**src/core/wdp_pkg.sv**
```systemverilog
// shared constants and types for the watchdog with postscaler
`default_nettype none
package wdp_pkg;
    // ------------------------------------------------------------
    // timing
    // ------------------------------------------------------------
    localparam int CLK_HZ = 50000000;
    localparam int BASE_PERIOD_MS = 4;
    // base period in system clock cycles
    localparam int BASE_CYCLES = (CLK_HZ / 1000) * BASE_PERIOD_MS;
    localparam int BASE_W = 18;
    localparam int POST_W = 16;
    localparam int SEL_W = 4;
    localparam int FREQ_W = 3;
    // longest period, in milliseconds (4 ms * 32768)
    localparam int LONGEST_MS = 131072;
    localparam logic [SEL_W-1:0] SEL_RESET = 4'hF;
    localparam logic SWEN_RESET = 1'b0;

    // ------------------------------------------------------------
    // carriers
    // ------------------------------------------------------------
    typedef struct packed {
        logic sleep_exec;
        logic clear_exec;
        logic clk_fail;
    } wdp_clr_t;

    typedef struct packed {
        logic cfg_enable;
        logic [SEL_W-1:0] post_sel;
    } wdp_cfg_t;
endpackage
`default_nettype wire

```
**src/core/wdp_sync.sv**
```systemverilog
// two flip-flop synchroniser for one level
`timescale 1ns/1ps
`default_nettype none
module wdp_sync #(
    parameter logic RST_VAL = 1'b0
) (
    input wire logic clk_i,
    input wire logic rstn_i,
    input wire logic d_i,
    output logic q_o
);
    logic meta_r;
    logic meta_nxt;
    logic q_nxt;

    // next values, first stage read only by second
    always_comb begin
        meta_nxt = rstn_i ? d_i : RST_VAL;
        q_nxt = rstn_i ? meta_r : RST_VAL;
    end

    // registers
    always_ff @(posedge clk_i) begin
        meta_r <= meta_nxt;
        q_o <= q_nxt;
    end
endmodule
`default_nettype wire

```
**src/core/wdp_top.sv**
```systemverilog
// watchdog timer with 16-bit postscaler
`timescale 1ns/1ps
`default_nettype none
module wdp_top
#(
    parameter int BASE_COUNT = wdp_pkg::BASE_CYCLES
) (
    input wire logic clk_i,
    input wire logic rstn_i,
    input wire wdp_pkg::wdp_cfg_t cfg_i,
    input wire wdp_pkg::wdp_clr_t clr_i,
    input wire logic sleeping_i,
    input wire logic clk_fail_i,
    input wire logic [wdp_pkg::FREQ_W-1:0] osc_freq_sel_i,
    input wire logic ctl_wr_i,
    input wire logic ctl_swen_i,
    output logic ctl_swen_o,
    output logic osc_enable_o,
    output logic active_o,
    output logic timeout_reset_o,
    output logic timeout_wake_o,
    output logic [wdp_pkg::POST_W-1:0] post_count_o
);
    import wdp_pkg::*;

    // ------------------------------------------------------------
    // clock failure pin synchronised
    // ------------------------------------------------------------
    logic fail_s;
    wdp_sync #(.RST_VAL(1'b0)) u_fail_sync (
        .clk_i(clk_i),
        .rstn_i(rstn_i),
        .d_i(clk_fail_i),
        .q_o(fail_s)
    );

    // ------------------------------------------------------------
    // control register and clear detection
    // ------------------------------------------------------------
    logic swen_r, swen_nxt;
    logic [FREQ_W-1:0] freq_r, freq_nxt;
    logic enable;
    logic freq_chg;
    logic clear_any;

    // software enable only overrides a disabled config
    assign enable = cfg_i.cfg_enable | swen_r;
    // any change of the select field
    assign freq_chg = (osc_freq_sel_i != freq_r);
    assign clear_any = clr_i.sleep_exec | clr_i.clear_exec
        | clr_i.clk_fail | fail_s | freq_chg;

    // control next values
    always_comb begin
        swen_nxt = swen_r;
        freq_nxt = osc_freq_sel_i;
        if (ctl_wr_i) begin
            swen_nxt = ctl_swen_i;
        end
        if (!rstn_i) begin
            swen_nxt = SWEN_RESET;
            freq_nxt = '0;
        end
    end

    always_ff @(posedge clk_i) begin
        swen_r <= swen_nxt;
        freq_r <= freq_nxt;
    end

    // ------------------------------------------------------------
    // base counter and postscaler
    // ------------------------------------------------------------
    logic [BASE_W-1:0] base_r, base_nxt;
    logic [POST_W-1:0] post_r, post_nxt;
    logic tick;
    logic expire;
    logic [POST_W-1:0] mask;
    logic rst_o_nxt, wake_o_nxt;

    assign tick = (base_r == BASE_W'(BASE_COUNT - 1));
    // mask of low bits gives 2^sel periods
    assign mask = POST_W'((32'h1 << cfg_i.post_sel) - 32'h1);
    assign expire = enable && !clear_any && tick
        && ((post_r & mask) == mask);

    // counters next values
    always_comb begin
        base_nxt = base_r;
        post_nxt = post_r;
        rst_o_nxt = 1'b0;
        wake_o_nxt = 1'b0;
        if (!enable || clear_any) begin
            base_nxt = '0;
            post_nxt = '0;
        end else if (tick) begin
            base_nxt = '0;
            post_nxt = expire ? '0 : post_r + POST_W'(1);
        end else begin
            base_nxt = base_r + BASE_W'(1);
        end
        // reset when running, wake when asleep
        rst_o_nxt = expire && !sleeping_i;
        wake_o_nxt = expire && sleeping_i;
        if (!rstn_i) begin
            base_nxt = '0;
            post_nxt = '0;
            rst_o_nxt = 1'b0;
            wake_o_nxt = 1'b0;
        end
    end

    always_ff @(posedge clk_i) begin
        base_r <= base_nxt;
        post_r <= post_nxt;
        timeout_reset_o <= rst_o_nxt;
        timeout_wake_o <= wake_o_nxt;
    end

    // ------------------------------------------------------------
    // registered status outputs
    // ------------------------------------------------------------
    logic osc_en_nxt;
    logic active_nxt;
    logic swen_o_nxt;
    logic [POST_W-1:0] post_o_nxt;

    // enabling requests oscillator
    // the request lags enable by one cycle, so the oscillator
    // owner must tolerate one cycle of counting before it runs
    always_comb begin
        osc_en_nxt = enable;
        active_nxt = enable;
        swen_o_nxt = swen_nxt;
        post_o_nxt = post_nxt;
        if (!rstn_i) begin
            osc_en_nxt = 1'b0;
            active_nxt = 1'b0;
            swen_o_nxt = SWEN_RESET;
            post_o_nxt = '0;
        end
    end

    // status registers only, every output from a flop
    always_ff @(posedge clk_i) begin
        osc_enable_o <= osc_en_nxt;
        active_o <= active_nxt;
        ctl_swen_o <= swen_o_nxt;
        post_count_o <= post_o_nxt;
    end
endmodule
`default_nettype wire

```
**config.mk**
```make
export PLATFORM = sky130hd
export DESIGN_NAME = wdp_top
export DESIGN_NICKNAME = d
export VERILOG_FILES = /design/src/core/wdp_pkg.sv /design/src/core/wdp_sync.sv /design/src/core/wdp_top.sv
export SDC_FILE = /design/constraint.sdc
export NUM_CORES = 1
export LEC_CHECK = 0
export BUFFER_PORTS_ARGS = -buffer_cell sky130_fd_sc_hd__buf_4
export CAP_MARGIN = 20
export CELL_PAD_IN_SITES_DETAIL_PLACEMENT = 1
export CELL_PAD_IN_SITES_GLOBAL_PLACEMENT = 2
export CORE_ASPECT_RATIO = 0.6
export CORE_MARGIN = 2
export CORE_UTILIZATION = 32
export DETAILED_ROUTE_END_ITERATION = 10
export PLACE_DENSITY = 0.86
export SLEW_MARGIN = 15
export SYNTH_ARGS = -nofsm -noshare
export SYNTH_HDL_FRONTEND = slang
export SYNTH_SLANG_ARGS = --single-unit
```
**constraint.sdc**
```tcl
create_clock -name clk_i -period 2 [get_ports clk_i]
set_clock_uncertainty 0.1 [all_clocks]
set_input_delay 0 -clock clk_i [delete_from_list [all_inputs] [get_ports clk_i]]
set_output_delay 0 -clock clk_i [all_outputs]
set_load 0.05 [all_outputs]
```
==> impl_metrics.tcl, run 1 <==
set metrics [dict create \
    grt_pass1_wl_um 14100 \
    synth.avg_cell_area_sq_um 9.44 \
    cp_max_fo 6 \
    switching_share 0.221 \
    cts.path.max_buffers 2 \
    syn_area_sq_um 2780 \
    ys_types 46 \
    power_density_nw_per_um2 761 \
    worstMarginPinSlew_ps 550 \
    n_antenna_cell 0 \
    synthTopCellsByArea "dfxtp_1 (43%), a211oi_1 (8.7%), xnor2_1 (7.3%), nor2_1 (3.8%), xor2_1 (3.8%)" \
    max_stage_delay_ps 530 \
    yosysWarnings 0 \
    die_w_um 124 \
    clock-root-buffer "clkbuf_16" \
    violations "negative setup slack" \
    dr.pass1.iters 4 \
    reg2reg_depth 5 \
    synth.most_common_cell "dfxtp_1" \
    p_comb_frac 0.052 \
    clock-sinks 60 \
    coreArea_sq_um 8460 \
    critPathSlowestCell "nor4_1" \
    yosys.area.top_type "dfxtp_1" \
    fin_ws_ps -46.2 \
    clockPowerShare 0.553 \
    crit_chain "and4_2 > nand4_1 > nor4_1 > nor2_1 > a211oi_1" \
    drive_gt1_frac 0.326 \
    vias_per_cell 5.18 \
    dp_hpwl_um 6040 \
    syn_inst 294 \
    slew_headroom 0.630 \
    internal_power_uw 2390 \
    tritoncts "yes" \
    finalHoldViolations 0 \
    synth.top_cell.area_share 0.433 \
    io-pin-count 38 \
    critPathKind "reg -> reg" \
    wire_per_inst_um 17.6 \
    synth-main-ff-cell "dfxtp_1" \
    p_seq_frac 0.395 \
    clk-insertion-delay-late_ps 340 \
    portBuffers 37 \
    synth_nets 314 \
    period_needed_ps 2050 \
    htreeDepth 3 \
    setup_tns_ps -85.1 \
    fmax_ghz 0.489 \
    ys_ff_latch 60 \
    final_core_util 0.476 \
    antenna_found_initial 0 \
    synthArstFlopShare 0 \
    p_leak_uw 0.00144 \
    ant_nets 0 \
    synthTopCellsByCount "dfxtp_1 (60), a211oi_1 (32), nor2_1 (28)" \
    rows 26 \
    arrival_ps 2190 \
    grt_setup_unrepaired "yes" \
    die_h_um 76.1 \
    cts.clk_slew.worst_paths_ps 60 \
    startpoint_type "flip-flop" \
    grt_max_degree 23 \
    start_util 0.328 \
    total_power_uw 3060 \
    num_vias 2583 \
    fin_cells 499 \
    period_share 1.02 \
    drtIter0Drc 82 \
    nets 402 \
    dieArea_sq_um 9460 \
    status "finished, violations left" \
    yosysSeqAreaShare 0.433 \
    route.detailed.drc 0 \
    finalSetupViolCount 2 \
    grt_util_all_layers 0.192 \
    gp_congestion 0.842 \
    slew_viol_final 0 \
    drv_cap 0 \
    crit_path_end_kind "flip-flop" \
    wirelength_um 8800 \
    cts_made_buffers 9 \
    p_switching_uw 678 \
    gr-total-overflow 0 \
    syn_to_final_growth_pct 45.2 \
    synth-edff-count 0 \
    crit_required_ps 2150 \
    hold_depth 6 \
    vdd_drop_max_v 0.000431 \
    place_inst 465 \
    grt_pass1_vias 2624 \
    hold_path.class "in -> reg" \
]
-- layout make-up --
type	count	area (sq um)
timing repair buffer	100	837
clock buffer	9	225
inverter	5	18.8
clock inverter	7	98.8
multi-input combinational	206	1500
fill	958	4430
sequential	60	1210
tap	112	140
-- worst paths after layout --
| kind | slack (ps) | endpoint | from |
|---|---|---|---|
| min | 230 | post_count_o[14]$_SDFF_PN0_ | clr_i[2] |
| min reg2reg | 360 | base_r[0]$_SDFF_PP0_ | base_r[0]$_SDFF_PP0_ |
| max reg2reg | -50 | post_count_o[15]$_SDFF_PN0_ | post_r[8]$_DFF_P_ |
| max | -50 | post_count_o[15]$_SDFF_PN0_ | post_r[8]$_DFF_P_ |
-- power groups by stage --
stage               clock (uW)  combinational (uW)  sequential [uW]
finish                    1690                 160             1210
global route              1800                 173             1210
CTS                       1730                 155             1210
detailed placement           0                 129             1230
global placement             0                 126             1230
floorplan                    0                64.0             1240
-- through the flow --
stage	hold WS [ps]	area (sq um)	setup WS (ps)
6_report	226	4030	-46.2
5_1_grt	266	4030	-160
4_1_cts	219	3970	32.8
3_5_place_dp	117	3480	-122
3_3_place_gp	116	3480	-40.7
2_1_floorplan	10.2	2830	-16.0
-- worst max-delay path: cells and delay by family, from the launching register on --
| family | cells | cell delay, ps |
|---|---|---|
| AND/OR/NAND/NOR | 4 | 1200 |
| flip-flops | 1 | 450 |
| AO/OA/AOI/OAI | 1 | 210 |
-- routing by layer --
metal / global-route usage / up-vias / wire length [um] / part of all wire
met4: 0.0393 / 0 / 51 / 0.0058
met2: 0.279 / 74 / 3880 / 0.44
met3: 0.0758 / 6 / 608 / 0.069
met1: 0.270 / 1262 / 4270 / 0.48
met5: 0 / - / 0 / 0
li1: - / 1241 / - / -
-- cells in the final DEF, fill, tap and decap left out, drive strengths merged, types with 2 or more instances in the layout --
master,netlist,layout
nand2,11,11
dfxtp,60,60
mux2i,2,2
nor3,9,9
xnor2,23,23
o21a,2,2
nand4,7,7
nand3,19,19
o21ai,2,2
nand3b,3,3
clkbuf,6,9
bufinv,0,2
clkinv,0,2
xor2,12,12
ha,3,3
nor2b,6,6
and2,5,5
a21oi,3,3
nor4,12,12
or2,2,2
dlygate4sd3,0,15
and4b,2,2
o2111ai,2,2
and3,2,2
a211oi,32,32
nor2,28,28
buf,17,85
and4,4,4
nor4b,4,4
inv,5,7
-- state kept, by name, indices dropped and copies added (netlist names) --
| signal | flops |
|---|---|
| base_r | 18 |
| ctl_swen_o | 1 |
| u_fail_sync.meta_r | 1 |
| timeout_wake_o | 1 |
| u_fail_sync.q_o | 1 |
| swen_r | 1 |
| freq_r | 3 |
| active_o | 1 |
| post_count_o | 16 |
| post_r | 16 |
| timeout_reset_o | 1 |
-- repair_timing --
action                                  4_1_cts  5_1_grt
hold buffers                                 15        0
pin swaps                                     1        2
resized for setup                             3       11
cloned                                        0        1
endpoints found under the setup margin       33       32
buffers inserted                              0        2
endpoints found under the hold margin        10        0
-- cell families after synthesis --
family / Yosys count / synth area share
simple gates: 117 / 0.250
flops: 60 / 0.433
compound gates: 49 / 0.133
xor+xnor: 35 / 0.110
buf+inv: 28 / 0.0536
fa+ha+maj: 3 / 0.0135
mux: 2 / 0.00721
Power figures use the tool's default switching activity.
==> run 2: changes to the inputs <==
Settings changed: CORE_UTILIZATION 32 to 35, CTS_BUF_LIST set to sky130_fd_sc_hd__clkbuf_16, PLACE_DENSITY 0.86 to 0.89, SETUP_SLACK_MARGIN set to 0.4.
Clock period 2 ns to 2.1 ns, I/O delays scaled along.
==> run 2 against run 1 <==
The run now ends clean. Critical path type unchanged. Clock power decreased by 17%. Largest cell class unchanged. First-iteration DRC count grew 120%. Worst setup slack better by 120 ps. Routed wire length is 17% higher. Hold slack worse by 90 ps. Design area rose by 4.7%. Count of clock-buffer cells in the layout unchanged. Sequential share of layout area fell by 1.1 points. Sequential power is 5% lower.
==> impl_metrics.tcl, run 2 (synthesis gave the netlist of run 1 again) <==
set metrics [dict create \
    grt_max_degree 23 \
    cp_max_fo 13 \
    vdd_drop_max_v 0.000357 \
    p_seq_frac 0.425 \
    internal_power_uw 2120 \
    worstMarginPinSlew_ps 445 \
    tritoncts "yes" \
    grt_pass1_wl_um 15600 \
    placedInstanceArea_sq_um 3320 \
    portBuffers 37 \
    coreArea_sq_um 7790 \
    period_needed_ps 2030 \
    reg_top3 "base_r (18), post_count_o (16), post_r (16)" \
    rows 25 \
    grt_util_all_layers 0.240 \
    final_common_cell "buf_4" \
    num_vias 2651 \
    nets 397 \
    die_h_um 73.0 \
    cts.path.max_buffers 2 \
    route.detailed.drc 0 \
    n_antenna_cell 0 \
    gr-total-overflow 0 \
    clockPowerShare 0.519 \
    dp_hpwl_um 5610 \
    cts_made_buffers 9 \
    syn_to_final_growth_pct 52.0 \
    clock-root-buffer "clkbuf_16" \
    clk-insertion-delay-late_ps 340 \
    critPathKind "reg -> reg" \
    fin_ws_ps 71.0 \
    wire_per_inst_um 21.0 \
    antenna_found_initial 0 \
    largest_register "base_r" \
    design_area_sq_um 4220 \
    p_comb_frac 0.057 \
    fmax_ghz 0.493 \
    p_leak_uw 0.00153 \
    gp_congestion 0.863 \
    mostFrequentLayoutCells "buf_4 (65), dfxtp_1 (44), nor2_1 (27), xnor2_1 (23), a211oi_1 (23)" \
    drive_gt1_frac 0.386 \
    hold_path.class "in -> reg" \
    place_ws_ps -8.64 \
    io-pin-count 38 \
    drv_cap 0 \
    crit_path_end_kind "flip-flop" \
    slew_headroom 0.702 \
    drtIter0Drc 181 \
    ant_nets 0 \
    grt_pass1_vias 2765 \
    p_switching_uw 595 \
    start_util 0.356 \
    finalSetupViolCount 0 \
    period_share 0.966 \
    finalHoldViolations 0 \
    vias_per_cell 5.42 \
    dr.pass1.iters 4 \
    dieArea_sq_um 8680 \
    grt_setup_unrepaired "yes" \
    power_density_nw_per_um2 644 \
    status "finished, final reports clean" \
    cts.clk_slew.worst_paths_ps 50 \
    slew_viol_final 0 \
    wirelength_um 10300 \
    largest_register_ffs 18 \
    arrival_ps 2150 \
    startpoint_type "flip-flop" \
    htreeDepth 3 \
    die_w_um 119 \
    clock-sinks 60 \
    switching_share 0.219 \
    crit_required_ps 2220 \
]
## run 2: power by group through the flow
stage	clock, uW	sequential [uW]	combinational (uW)
floorplan	0	1180	61.2
global route	1480	1150	164
global placement	0	1180	111
finish	1410	1150	154
CTS	1420	1150	140
detailed placement	0	1180	114
## run 2: per-stage QoR
stage                     TNS (ps)  hold slack [ps]  utilization  total power [uW]  instances
after floorplan                  0             10.2            -              1240        294
after global placement           0              120        0.427              1290        442
after detailed placement     -8.64              118        0.427              1290        442
after CTS                        0             90.3        0.523              2720        483
after global routing             0              163        0.542              2800        489
final                            0              136        0.542              2710        489
## run 2: final cells by class
class | count | area, sq um
inverter | 5 | 18.8
timing repair buffer | 95 | 902
multi-input combinational | 206 | 1660
fill | 858 | 3570
tap | 108 | 135
clock buffer | 9 | 225
clock inverter | 6 | 56.3
sequential | 60 | 1220
## run 2: timing repair
action / CTS / global route
gates cloned: 4 / 2
hold buffers: 14 / 0
gates resized for setup: 42 / 19
hold endpoints to repair: 10 / 0
buffers inserted: 8 / 4
endpoints found under the setup margin: 51 / 51
pin swaps: 8 / 1
## run 2: worst paths after layout
| kind | from | endpoint | slack, ps | cells past startpoint |
|---|---|---|---|---|
| setup reg to reg | base_r[12]$_SDFF_PP0_ | post_count_o[12]$_SDFF_PN0_ | 70 | 6 |
| setup / recovery | base_r[12]$_SDFF_PP0_ | post_count_o[12]$_SDFF_PN0_ | 70 | 6 |
| hold / removal | clr_i[1] | post_count_o[15]$_SDFF_PN0_ | 140 | 5 |
| hold reg to reg | base_r[0]$_SDFF_PP0_ | base_r[0]$_SDFF_PP0_ | 350 | 1 |
## run 2: critical path, cell delays in order (launching register included)
cell and delay, ps:
dfxtp_4 360, nor4b_4 320, nand3_2 160, buf_6 210, nor4_2 330, xnor2_1 150
a211oi_1 280
## run 2: metal layers
metal	routed length [um]	vias to the layer above	global-route usage
met5	0	-	0
met4	187	0	0.0913
met3	457	22	0.0602
met2	4920	68	0.374
met1	4700	1328	0.325
li1	-	1233	-
